## src/include/nvc_pkg.sv

```systemverilog
// Purpose: Shared constants, types and decode for the NVM access block.
// Assumes: 32-bit AXI4-Lite data, one register per aligned word.
// Notes: Byte offsets below are the bus byte addresses.
package nvc_pkg;

  localparam int NVC_AXI_AW = 8;

  // Register byte offsets.
  localparam logic [7:0] NVC_OFF_DATA_LO = 8'h00;
  localparam logic [7:0] NVC_OFF_DATA_HI = 8'h04;
  localparam logic [7:0] NVC_OFF_ADDR_LO = 8'h08;
  localparam logic [7:0] NVC_OFF_ADDR_HI = 8'h0C;
  localparam logic [7:0] NVC_OFF_CTRL = 8'h10;

  // Control register bit positions.
  localparam int NVC_CTL_PGM = 7;
  localparam int NVC_CTL_CFG = 6;
  localparam int NVC_CTL_WREN = 2;
  localparam int NVC_CTL_WR = 1;
  localparam int NVC_CTL_RD = 0;

  // Values after reset and fixed read-back bits.
  localparam logic [7:0] NVC_RST_BYTE = 8'h00;
  localparam logic NVC_ADDR_HI_TOP = 1'b1;
  localparam logic [1:0] NVC_DATA_HI_TOP = 2'b00;
  localparam logic [31:0] NVC_RST_WORD = 32'h0000_0000;

  // Configuration region: top address bit set, then the permitted words.
  localparam logic NVC_CFG_MSB = 1'b1;
  localparam logic [15:0] NVC_UID_FIRST = 16'h8000;
  localparam logic [15:0] NVC_UID_LAST = 16'h8003;
  localparam logic [15:0] NVC_DEVID = 16'h8006;
  localparam logic [15:0] NVC_CFGW_FIRST = 16'h8007;
  localparam logic [15:0] NVC_CFGW_LAST = 16'h8008;

  // AXI responses.
  localparam logic [1:0] NVC_RESP_OKAY = 2'b00;
  localparam logic [1:0] NVC_RESP_SLVERR = 2'b10;

  // Request held toward the flash/EEPROM array until it acknowledges.
  typedef struct packed {
    logic rd;
    logic wr;
    logic cfg;
    logic pgm;
    logic [14:0] addr;
    logic [13:0] data;
  } nvc_mem_req_t;

  typedef enum logic [2:0] {
    NVC_IDLE = 3'b001,
    NVC_READ = 3'b010,
    NVC_WRITE = 3'b100
  } nvc_state_t;

  // True when a bus byte address hits one of the five registers.
  function automatic logic nvc_mapped(input logic [NVC_AXI_AW-1:0] a);
    return (a == NVC_OFF_DATA_LO) || (a == NVC_OFF_DATA_HI) || (a == NVC_OFF_ADDR_LO) ||
           (a == NVC_OFF_ADDR_HI) || (a == NVC_OFF_CTRL);
  endfunction : nvc_mapped

endpackage : nvc_pkg

```

## src/nvc_nvm_access.sv

```systemverilog
// Purpose: Register-level access to program flash, data EEPROM and configuration space.
// Assumes: This block holds memReq until the array pulses memAck on the same clock.
// Notes: Data registers power up at zero here; software must not rely on any value.
//
// What this block does
// - Config select routes accesses to configuration region.
// - Config region has top address bit set.
// - Refused config read clears both data registers.
// - User IDs read/write; device ID read only.
// - Configuration words readable, never writable here.
// - Low data register: eight bits, read/write.
// - High data: six bits, top two read zero.
// - Address low: eight bits, resets to zero.
// - Address high: seven bits, top reads one.
`timescale 1ns/1ns
module nvc_nvm_access
  import nvc_pkg::*;
(
  input wire logic ref_clk,
  input wire logic rst,
  input wire logic [NVC_AXI_AW-1:0] s_axil_awaddr,
  input wire logic s_axil_awvalid,
  output logic s_axil_awready,
  input wire logic [31:0] s_axil_wdata,
  input wire logic [3:0] s_axil_wstrb,
  input wire logic s_axil_wvalid,
  output logic s_axil_wready,
  output logic [1:0] s_axil_bresp,
  output logic s_axil_bvalid,
  input wire logic s_axil_bready,
  input wire logic [NVC_AXI_AW-1:0] s_axil_araddr,
  input wire logic s_axil_arvalid,
  output logic s_axil_arready,
  output logic [31:0] s_axil_rdata,
  output logic [1:0] s_axil_rresp,
  output logic s_axil_rvalid,
  input wire logic s_axil_rready,
  output nvc_mem_req_t memReq,
  input wire logic memAck,
  input wire logic [13:0] memRdData
);

  logic regWe;
  logic [NVC_AXI_AW-1:0] regWaddr;
  logic [7:0] regWdata;
  logic [31:0] rdData;
  logic cfgReadOk, cfgWriteOk;

  nvc_state_t state_r, state_nxt;
  nvc_mem_req_t memReq_r, memReq_nxt;
  logic [7:0] dataLo_r, dataLo_nxt;
  logic [5:0] dataHi_r, dataHi_nxt;
  logic [7:0] addrLo_r, addrLo_nxt;
  logic [6:0] addrHi_r, addrHi_nxt;
  logic pgmSel_r, pgmSel_nxt;
  logic cfgSel_r, cfgSel_nxt;
  logic wrEn_r, wrEn_nxt;
  logic wrBusy_r, wrBusy_nxt;
  logic rdBusy_r, rdBusy_nxt;

  nvc_axil_slave u_bus (
    .ref_clk(ref_clk),
    .rst(rst),
    .s_axil_awaddr(s_axil_awaddr),
    .s_axil_awvalid(s_axil_awvalid),
    .s_axil_awready(s_axil_awready),
    .s_axil_wdata(s_axil_wdata),
    .s_axil_wstrb(s_axil_wstrb),
    .s_axil_wvalid(s_axil_wvalid),
    .s_axil_wready(s_axil_wready),
    .s_axil_bresp(s_axil_bresp),
    .s_axil_bvalid(s_axil_bvalid),
    .s_axil_bready(s_axil_bready),
    .s_axil_araddr(s_axil_araddr),
    .s_axil_arvalid(s_axil_arvalid),
    .s_axil_arready(s_axil_arready),
    .s_axil_rdata(s_axil_rdata),
    .s_axil_rresp(s_axil_rresp),
    .s_axil_rvalid(s_axil_rvalid),
    .s_axil_rready(s_axil_rready),
    .regWe(regWe),
    .regWaddr(regWaddr),
    .regWdata(regWdata),
    .rdData(rdData)
  );

  // The configuration window sits where the top program-counter bit is set.
  nvc_cfg_guard u_guard (
    .cfgAddr({NVC_CFG_MSB, addrHi_r, addrLo_r}),
    .readOk(cfgReadOk),
    .writeOk(cfgWriteOk)
  );

  // Register read mux; unimplemented bits read as documented, unmapped as zero.
  always_comb begin
    rdData = NVC_RST_WORD;
    unique case (s_axil_araddr)
      NVC_OFF_DATA_LO: rdData[7:0] = dataLo_r;
      NVC_OFF_DATA_HI: rdData[7:0] = {NVC_DATA_HI_TOP, dataHi_r};
      NVC_OFF_ADDR_LO: rdData[7:0] = addrLo_r;
      NVC_OFF_ADDR_HI: rdData[7:0] = {NVC_ADDR_HI_TOP, addrHi_r};
      NVC_OFF_CTRL: begin
        rdData[NVC_CTL_PGM] = pgmSel_r;
        rdData[NVC_CTL_CFG] = cfgSel_r;
        rdData[NVC_CTL_WREN] = wrEn_r;
        rdData[NVC_CTL_WR] = wrBusy_r;
        rdData[NVC_CTL_RD] = rdBusy_r;
      end
      default: rdData = NVC_RST_WORD;
    endcase
  end

  // Software writes first, then the access sequencer; hardware updates of
  // the same register win because the array result must not be lost.
  always_comb begin
    state_nxt = state_r;
    memReq_nxt = memReq_r;
    dataLo_nxt = dataLo_r;
    dataHi_nxt = dataHi_r;
    addrLo_nxt = addrLo_r;
    addrHi_nxt = addrHi_r;
    pgmSel_nxt = pgmSel_r;
    cfgSel_nxt = cfgSel_r;
    wrEn_nxt = wrEn_r;
    wrBusy_nxt = wrBusy_r;
    rdBusy_nxt = rdBusy_r;
    if (regWe) begin
      unique case (regWaddr)
        NVC_OFF_DATA_LO: dataLo_nxt = regWdata;
        NVC_OFF_DATA_HI: dataHi_nxt = regWdata[5:0];
        NVC_OFF_ADDR_LO: addrLo_nxt = regWdata;
        NVC_OFF_ADDR_HI: addrHi_nxt = regWdata[6:0];
        NVC_OFF_CTRL: begin
          pgmSel_nxt = regWdata[NVC_CTL_PGM];
          cfgSel_nxt = regWdata[NVC_CTL_CFG];
          wrEn_nxt = regWdata[NVC_CTL_WREN];
          // Start bits can only be set by software; hardware clears them.
          wrBusy_nxt = wrBusy_r | regWdata[NVC_CTL_WR];
          rdBusy_nxt = rdBusy_r | regWdata[NVC_CTL_RD];
        end
        default: begin
        end
      endcase
    end
    unique case (state_r)
      NVC_IDLE: begin
        if (rdBusy_r) begin
          if (cfgSel_r && !cfgReadOk) begin
            // A refused read returns zero rather than array contents.
            dataLo_nxt = NVC_RST_BYTE;
            dataHi_nxt = '0;
            rdBusy_nxt = 1'b0;
          end else begin
            memReq_nxt.rd = 1'b1;
            memReq_nxt.cfg = cfgSel_r;
            memReq_nxt.pgm = pgmSel_r;
            memReq_nxt.addr = {addrHi_r, addrLo_r};
            state_nxt = NVC_READ;
          end
        end else if (wrBusy_r) begin
          if (!wrEn_r || (cfgSel_r && !cfgWriteOk)) begin
            // Drop the write without touching the array.
            wrBusy_nxt = 1'b0;
          end else begin
            memReq_nxt.wr = 1'b1;
            memReq_nxt.cfg = cfgSel_r;
            memReq_nxt.pgm = pgmSel_r;
            memReq_nxt.addr = {addrHi_r, addrLo_r};
            memReq_nxt.data = {dataHi_r, dataLo_r};
            state_nxt = NVC_WRITE;
          end
        end
      end
      NVC_READ: begin
        if (memAck) begin
          dataLo_nxt = memRdData[7:0];
          dataHi_nxt = memRdData[13:8];
          memReq_nxt.rd = 1'b0;
          rdBusy_nxt = 1'b0;
          state_nxt = NVC_IDLE;
        end
      end
      NVC_WRITE: begin
        if (memAck) begin
          memReq_nxt.wr = 1'b0;
          wrBusy_nxt = 1'b0;
          state_nxt = NVC_IDLE;
        end
      end
      default: begin
        state_nxt = NVC_IDLE;
        memReq_nxt.rd = 1'b0;
        memReq_nxt.wr = 1'b0;
      end
    endcase
  end

  // All control state resets; the data pair resets too, which is one legal
  // value of an otherwise unknown power-on content.
  always_ff @(posedge ref_clk) begin
    if (rst) begin
      state_r <= NVC_IDLE;
      memReq_r <= '0;
      dataLo_r <= NVC_RST_BYTE;
      dataHi_r <= '0;
      addrLo_r <= NVC_RST_BYTE;
      addrHi_r <= '0;
      pgmSel_r <= 1'b0;
      cfgSel_r <= 1'b0;
      wrEn_r <= 1'b0;
      wrBusy_r <= 1'b0;
      rdBusy_r <= 1'b0;
    end else begin
      state_r <= state_nxt;
      memReq_r <= memReq_nxt;
      dataLo_r <= dataLo_nxt;
      dataHi_r <= dataHi_nxt;
      addrLo_r <= addrLo_nxt;
      addrHi_r <= addrHi_nxt;
      pgmSel_r <= pgmSel_nxt;
      cfgSel_r <= cfgSel_nxt;
      wrEn_r <= wrEn_nxt;
      wrBusy_r <= wrBusy_nxt;
      rdBusy_r <= rdBusy_nxt;
    end
  end

  assign memReq = memReq_r;

endmodule : nvc_nvm_access

```

## src/nvc_cfg_guard.sv

```systemverilog
// Purpose: Read and write permission decode for configuration space.
// Assumes: Address already carries the top bit of the region.
// Notes: Purely combinational; any address not listed is refused both ways.
`timescale 1ns/1ns
module nvc_cfg_guard
  import nvc_pkg::*;
(
  input wire logic [15:0] cfgAddr,
  output logic readOk,
  output logic writeOk
);

  function automatic logic inRange(input logic [15:0] a, input logic [15:0] lo,
                                   input logic [15:0] hi);
    return (a >= lo) && (a <= hi);
  endfunction : inRange

  // User IDs are read/write; device ID and configuration words are read only.
  always_comb begin
    writeOk = inRange(cfgAddr, NVC_UID_FIRST, NVC_UID_LAST);
    readOk = writeOk || (cfgAddr == NVC_DEVID) ||
             inRange(cfgAddr, NVC_CFGW_FIRST, NVC_CFGW_LAST);
  end

endmodule : nvc_cfg_guard

```

## src/nvc_axil_slave.sv

```systemverilog
// Purpose: AXI4-Lite slave front end for the NVM access registers.
// Assumes: One write and one read outstanding at most.
// Notes: Address and data are taken in either order; unmapped answers SLVERR.
`timescale 1ns/1ns
module nvc_axil_slave
  import nvc_pkg::*;
(
  input wire logic ref_clk,
  input wire logic rst,
  input wire logic [NVC_AXI_AW-1:0] s_axil_awaddr,
  input wire logic s_axil_awvalid,
  output logic s_axil_awready,
  input wire logic [31:0] s_axil_wdata,
  input wire logic [3:0] s_axil_wstrb,
  input wire logic s_axil_wvalid,
  output logic s_axil_wready,
  output logic [1:0] s_axil_bresp,
  output logic s_axil_bvalid,
  input wire logic s_axil_bready,
  input wire logic [NVC_AXI_AW-1:0] s_axil_araddr,
  input wire logic s_axil_arvalid,
  output logic s_axil_arready,
  output logic [31:0] s_axil_rdata,
  output logic [1:0] s_axil_rresp,
  output logic s_axil_rvalid,
  input wire logic s_axil_rready,
  output logic regWe,
  output logic [NVC_AXI_AW-1:0] regWaddr,
  output logic [7:0] regWdata,
  input wire logic [31:0] rdData
);

  logic awHeld_r, awHeld_nxt, wHeld_r, wHeld_nxt;
  logic [NVC_AXI_AW-1:0] awAddr_r, awAddr_nxt;
  logic [7:0] wData_r, wData_nxt;
  logic wLane_r, wLane_nxt;
  logic awReady_r, awReady_nxt, wReady_r, wReady_nxt, bValid_r, bValid_nxt;
  logic [1:0] bResp_r, bResp_nxt, rResp_r, rResp_nxt;
  logic arReady_r, arReady_nxt, rValid_r, rValid_nxt;
  logic [31:0] rData_r, rData_nxt;
  logic doWrite;

  // Commit the write once both halves are held and no response is pending.
  // A cleared byte lane 0 leaves the register alone but still answers OKAY.
  always_comb begin
    awHeld_nxt = awHeld_r;
    wHeld_nxt = wHeld_r;
    awAddr_nxt = awAddr_r;
    wData_nxt = wData_r;
    wLane_nxt = wLane_r;
    bValid_nxt = bValid_r;
    bResp_nxt = bResp_r;
    if (s_axil_awvalid && awReady_r) begin
      awHeld_nxt = 1'b1;
      awAddr_nxt = s_axil_awaddr;
    end
    if (s_axil_wvalid && wReady_r) begin
      wHeld_nxt = 1'b1;
      wData_nxt = s_axil_wdata[7:0];
      wLane_nxt = s_axil_wstrb[0];
    end
    doWrite = awHeld_r && wHeld_r && !bValid_r;
    if (bValid_r && s_axil_bready) begin
      bValid_nxt = 1'b0;
    end
    if (doWrite) begin
      awHeld_nxt = 1'b0;
      wHeld_nxt = 1'b0;
      bValid_nxt = 1'b1;
      bResp_nxt = nvc_mapped(awAddr_r) ? NVC_RESP_OKAY : NVC_RESP_SLVERR;
    end
    awReady_nxt = !awHeld_nxt;
    wReady_nxt = !wHeld_nxt;
    regWe = doWrite && wLane_r;
    regWaddr = awAddr_r;
    regWdata = wData_r;
  end

  // Read data is captured at the address handshake, so rvalid follows one edge later.
  always_comb begin
    arReady_nxt = arReady_r;
    rValid_nxt = rValid_r;
    rData_nxt = rData_r;
    rResp_nxt = rResp_r;
    if (s_axil_arvalid && arReady_r) begin
      arReady_nxt = 1'b0;
      rValid_nxt = 1'b1;
      rData_nxt = rdData;
      rResp_nxt = nvc_mapped(s_axil_araddr) ? NVC_RESP_OKAY : NVC_RESP_SLVERR;
    end else if (rValid_r && s_axil_rready) begin
      rValid_nxt = 1'b0;
      arReady_nxt = 1'b1;
    end
  end

  always_ff @(posedge ref_clk) begin
    if (rst) begin
      awHeld_r <= 1'b0;
      wHeld_r <= 1'b0;
      awAddr_r <= '0;
      wData_r <= NVC_RST_BYTE;
      wLane_r <= 1'b0;
      awReady_r <= 1'b0;
      wReady_r <= 1'b0;
      bValid_r <= 1'b0;
      bResp_r <= NVC_RESP_OKAY;
      arReady_r <= 1'b0;
      rValid_r <= 1'b0;
      rData_r <= NVC_RST_WORD;
      rResp_r <= NVC_RESP_OKAY;
    end else begin
      awHeld_r <= awHeld_nxt;
      wHeld_r <= wHeld_nxt;
      awAddr_r <= awAddr_nxt;
      wData_r <= wData_nxt;
      wLane_r <= wLane_nxt;
      awReady_r <= awReady_nxt;
      wReady_r <= wReady_nxt;
      bValid_r <= bValid_nxt;
      bResp_r <= bResp_nxt;
      arReady_r <= (rValid_r || rValid_nxt) ? arReady_nxt : 1'b1;
      rValid_r <= rValid_nxt;
      rData_r <= rData_nxt;
      rResp_r <= rResp_nxt;
    end
  end

  assign s_axil_awready = awReady_r;
  assign s_axil_wready = wReady_r;
  assign s_axil_bvalid = bValid_r;
  assign s_axil_bresp = bResp_r;
  assign s_axil_arready = arReady_r;
  assign s_axil_rvalid = rValid_r;
  assign s_axil_rdata = rData_r;
  assign s_axil_rresp = rResp_r;

endmodule : nvc_axil_slave

```

## config.mk

```make
export PLATFORM = sky130hd
export DESIGN_NAME = nvc_nvm_access
export DESIGN_NICKNAME = d
export VERILOG_FILES = /design/src/include/nvc_pkg.sv /design/src/nvc_nvm_access.sv /design/src/nvc_cfg_guard.sv /design/src/nvc_axil_slave.sv
export SDC_FILE = /design/constraint.sdc
export NUM_CORES = 1
export LEC_CHECK = 0
export CAP_MARGIN = 5
export CORE_MARGIN = 2
export CORE_UTILIZATION = 55
export CTS_CLUSTER_SIZE = 24
export DETAILED_ROUTE_END_ITERATION = 10
export DONT_BUFFER_PORTS = 1
export PLACE_DENSITY_LB_ADDON = 0.2
export REMOVE_ABC_BUFFERS = 1
export SYNTH_ARGS = -nofsm -noshare
export SYNTH_HDL_FRONTEND = slang
export SYNTH_SLANG_ARGS = --single-unit
```

## constraint.sdc

```tcl
create_clock -name ref_clk -period 3.45 [get_ports ref_clk]
set_clock_uncertainty 0.2 [all_clocks]
set_input_delay 0.1725 -clock ref_clk [delete_from_list [all_inputs] [get_ports ref_clk]]
set_output_delay 0.1725 -clock ref_clk [all_outputs]
set_load 0.05 [all_outputs]
```

### Word-level counts from Yosys, hierarchy flattened

Cells that the tools add are included.

* bitwise logic cells: 6
* multiplexer cells: 57
* equal/unequal tests: 26
* reduce and logical (&&, ||, !) cells: 43
* order comparisons: 4

Operators with widths (count)
* $mux W32: 2
* $mux W8: 5
* $mux W17: 2
* $eq A8 B4 Y1 const B: 4
* $ge A16 B16 Y1 const B: 2
* $le A16 B16 Y1 const B: 2
* $mux W6: 5
* $mux W1: 26
* $ne A2 B2 Y1 const B: 9
* $eq A8 B3 Y1 const B: 2
* $eq A8 B5 Y1 const B: 2
* $logic_not A8 Y1: 2
* $pmux W8 S2: 1
* $reduce_and A4 Y1: 4
* $eq A15 B3 Y1 const B: 1
* $mux W3: 5
* $pmux W3 S5: 1
* $logic_and A1 B1 Y1: 12
* $logic_or A1 B1 Y1: 12
* $pmux W3 S4: 1
* $pmux W6 S2: 1
* $ne A3 B3 Y1 const B: 3
* $pmux W2 S4: 1
* $logic_not A1 Y1: 6
* other kinds (15): 25

* logic and storage cells: 165
* input port bits: 74
* register bits after elaboration: 106
* output and inout port bits: 74

### Longest topological paths before layout

* word-level depth: 9
* mapped depth: 7

### Hierarchy

Synthesis repeated with hierarchy kept, for this count alone.

* cell total of the unflattened synthesis: 572
* area, all modules: 5273.8 um^2

Modules (own cells, without submodules)
* nvc_nvm_access: instances 1, area each 3155.5 um^2, seq. area each 1401.3 um^2, cells an instance 307
* nvc_axil_slave: instances 1, area each 2058.2 um^2, seq. area each 1161.1 um^2, cells an instance 256
* nvc_cfg_guard: instances 1, area each 60.1 um^2, seq. area each 0.0 um^2, cells an instance 9

### Worst setup path before layout

Ideal clock, no wire load.

* path kind: reg-to-reg
* from: register u_bus.bValid_r, in the netlist u_bus.s_axil_bvalid
* to: register dataLo_r[7]
* library setup time: 0.128 ns
* path buffers: 1
* arrival: 1.810 ns
* setup slack: 1.312 ns
* stages on the path, launching flop included: 7
* cells stage by stage: dfxtp_1 -> and3b_1 -> buf_4 -> nand4_4 -> nor4_4 -> mux2i_1 -> o21ai_1

* word-level cells in the longest chain between the ends: 7
* elaborated cells between the ends (all ways): 8
* those cells by class: mux: 5; reduce/logical: 3

RTL lines
* start: declaration: RTL line nvc_axil_slave.sv:37 `logic awReady_r, awReady_nxt, wReady_r, wReady_nxt, bValid_r, bValid_nxt;`
* start signal: assignment: RTL line nvc_axil_slave.sv:119 `bValid_r <= bValid_nxt;`
* $logic_not A1 Y1 *: RTL line nvc_axil_slave.sv:62 `doWrite = awHeld_r && wHeld_r && !bValid_r;`
* $logic_and A1 B1 Y1 *: RTL line nvc_axil_slave.sv:62
* $logic_and A1 B1 Y1 *: RTL line nvc_axil_slave.sv:74 `regWe = doWrite && wLane_r;`
* $mux W8 *: RTL line nvc_nvm_access.sv:127 `if (regWe) begin`
* $mux W8: RTL line nvc_nvm_access.sv:148 `if (cfgSel_r && !cfgReadOk) begin`
* $mux W8: RTL line nvc_nvm_access.sv:147 `if (rdBusy_r) begin`
* $pmux W8 S2 *: RTL line nvc_nvm_access.sv:145 `unique case (state_r)`
* end signal: assignment: RTL line nvc_nvm_access.sv:216 `dataLo_r <= dataLo_nxt;`
* end: declaration: RTL line nvc_nvm_access.sv:51 `logic [7:0] dataLo_r, dataLo_nxt;`

Every way passes the cells marked *; elsewhere a longest branch is shown, timed or not.
A chain may end at the register's enable or synchronous reset.

### Worst setup path after layout

* from: input s_axil_araddr[6]
* to: register u_bus.rData_r[4], in the netlist u_bus.s_axil_rdata[4]

* word-level cells in the longest chain between the ends: 2
* elaborated cells between the ends (all ways): 5
* those cells by class: eq/ne: 3; mux: 1; reduce/logical: 1

RTL lines
* start: declaration: RTL line nvc_nvm_access.sv:31 `input wire logic [NVC_AXI_AW-1:0] s_axil_araddr,`
* $eq A8 B4 Y1, or another cell as far along: RTL line nvc_nvm_access.sv:97 `unique case (s_axil_araddr)`
* $pmux W3 S4 *: RTL line nvc_nvm_access.sv:97
* end signal: assignment: RTL line nvc_axil_slave.sv:123 `rData_r <= rData_nxt;`
* end: declaration: RTL line nvc_axil_slave.sv:40 `logic [31:0] rData_r, rData_nxt;`

Marked as above.

==> results.cfg <==
[yosys]
avgSynthCellArea_um2 = 9.17
syn-instance-count = 515
synthesis.area_um2 = 4720
synth-main-ff-cell = dfxtp_1
yosys_warnings = 0
synth-edff-count = 0
ys_top_cells_by_count = dfxtp_1 (104), mux2i_1 (64), nor2_1 (54), nand2_1 (53), nand2b_1 (40)
seq_area_frac_synth_pct = 44.1
synth_top_area_share_pct = 44.1
synth_most_common_cell = dfxtp_1
synth.distinct_cells = 49
async_flop_share_pct = 0
synth_top_area_cell = dfxtp_1
ys_ff_latch = 104
synthTopCellsByArea = dfxtp_1 (44%), mux2i_1 (14%), nand2b_1 (5.3%)

[critical_path]
cp_max_fo = 5
path_class = in -> reg
path_cells = dlygate4sd3_1 > or2_4 > nor2_2 > dlygate4sd3_1 > nand3_1 > dlygate4sd3_1 > a21oi_1 > dlygate4sd3_1
worst_path_most_repeated_cell = dlygate4sd3_1
critPathBufInv = 4
end_kind = flop
worstPathRequired_ps = 3580
crit_path_start_kind = input pin
cp_top_family = buffers and inverters
slowest_delay_ps = 670
cp.arrival_ps = 3190
crit_slowest_cell = dlygate4sd3_1

[timing]
finalMaxSlewViolations = 0
rsz0062_at_grt = false
max_freq_mhz = 326
worst_slew_pin_slew_ps = 994
slew-limit-headroom_pct = 33.5
finalSetupViolations = 0
period_share_pct = 88.8
hold_viol = 0
fin_crit_ps = 3060
tns_ps = 0

[clock_network]
cts_sinks = 104
cts.path.max_buffers = 2
clk_pin_slew_ps = 110
clockRootBuffer = clkbuf_8
htreeDepth = 3
worstSkewPairLatency_ps = 370
numCtsBuffers = 9
cts_resized = 0
cts_tree = done

[job]
maxCapViolCount = 0

[placement]
gp_congestion = 0.872
io_buffers = 0
dp.final_hpwl_um = 7160

[power]
p_leak_nw = 1.96
p_per_area_nw_per_um2 = 406
finalPower_mw = 2.26
vdd_drop_max_uv = 271

[final_layout]
drive_gt1_share_pct = 7.52
diodes = 0
area_growth_pct = 17.8
fillers = 671
nets = 641

[global_routing]
track_usage_pct = 25.2
grt_max_degree = 106
antenna_found_initial = 0
globalRouteOverflowTotal = 0
grt_pass1_wl_um = 18900
grt_pass1_vias = 3665

[route]
drc = 0
num_vias = 3760
detail-route-antenna-nets = 0
first_pass_iters = 5
dr.first_iter.drc_count = 220
vias_per_cell = 5.55
routed_wirelength_um = 11800
wl_per_cell_um = 17.4

[die]
start_util_pct = 57.2
die_w_um = 96.7
die_h_um = 96.7
ios = 148
core_area_um2 = 8260
die_area_um2 = 9350
row_count = 33

[run_status]
status = finished, final reports clean

[hold_path]
worstHoldPathType = in -> reg
what timing repair did:
action | CTS | global route
hold buffers | 69 | 0
setup buffers | 0 | 0
endpoints found under the hold margin | 103 | 0
endpoints found under the setup margin | 0 | 0
power by group:
part           leakage [nW]  switching, mW  total (mW)  internal, mW
logic                  1.02          0.129       0.208        0.0790
registers             0.841         0.0527        1.27          1.22
clock network        0.0936          0.439       0.782         0.343
total                  1.96          0.621        2.26          1.64
final cells by class:
class / instances / area (µm²) / area share, %
multi-input combinational: 376 / 2400 / 43.1
sequential: 104 / 2080 / 37.4
timing repair buffer: 73 / 738 / 13.3
tap: 105 / 131 / 2.36
clock buffer: 9 / 124 / 2.23
clock inverter: 7 / 81.3 / 1.46
inverter: 3 / 11.3 / 0.202
cell usage in the layout (no fill, tap or decap), types with 3 or more instances in the layout:
cell / instances
buf_4: 4
nand4_1: 3
o21ai_1: 16
mux2i_1: 64
dlygate4sd3_1: 68
nor2b_1: 6
clkbuf_8: 9
nand3_1: 15
nor3_1: 8
inv_1: 3
nor2_1: 54
nand2_1: 53
clkinvlp_4: 3
a211oi_1: 5
conb_1: 26
mux2_2: 6
mux4_2: 3
nand2b_1: 40
dfxtp_1: 104
nor4_2: 3
a21oi_1: 31
o21ai_0: 8
stage by stage:
step / cells / worst slack (ps) / area [µm²] / util [%] / hold WS (ps)
after global routing: 677 / 325 / 5570 / 67.4 / 1.93
after floorplan: 483 / 387 / 4480 / - / 41.6
after global placement: 592 / 1030 / 4650 / 56.3 / 53.3
final: 677 / 386 / 5570 / 67.4 / 18.4
after detailed placement: 592 / 987 / 4650 / 56.3 / 54.7
after CTS: 677 / 497 / 5570 / 67.4 / 7.94
registers in the layout, summed over array words and instances, names as in the netlist, 3 cells and up:
register and cells:
addrHi_r 7, addrLo_r 8, dataHi_r 6, dataLo_r 8, memReq 33, state_r 3
u_bus.regWaddr 8, u_bus.regWdata 8, u_bus.s_axil_rdata 8
per-layer routing:
metal | global-route usage [%] | vias to the layer above | share of wire [%]
met4 | 9.75 | 0 | 2.2
met3 | 5.85 | 26 | 5.8
li1 | - | 1826 | -
met2 | 41.6 | 134 | 49
met5 | 0 | - | 0
met1 | 32.1 | 1774 | 43
cells by family (layout without fill, tap and decap cells):
| family | Yosys count | after routing | share of synthesized area, % |
|---|---|---|---|
| mux | 73 | 73 | 16.4 |
| simple gates | 199 | 199 | 22.5 |
| compound gates | 78 | 78 | 9.64 |
| flops | 104 | 104 | 44.1 |
| buf+inv | 60 | 92 | 7.31 |
| other cells | 1 | 26 | 0.0794 |
tightest hold or removal path, stage by stage:
cell and delay [ps]:
mux4_2 170, nand3_1 80, a21oi_1 130
path summary, 6_finish.rpt:
kind	startpoint	endpoint	slack [ps]	cells past startpoint
worst min-delay path	s_axil_araddr[2]	u_bus.s_axil_rdata[5]$_SDFFE_PP0P_	20	3
worst max register to register	u_bus.s_axil_arready$_SDFFE_PP0P_	u_bus.s_axil_rdata[4]$_SDFFE_PP0P_	720	5
worst min register to register	u_bus.regWaddr[1]$_SDFFE_PP0P_	u_bus.regWaddr[1]$_SDFFE_PP0P_	300	2
worst max-delay path	s_axil_araddr[6]	u_bus.s_axil_rdata[4]$_SDFFE_PP0P_	390	8
(Power assumes the default switching activity.)
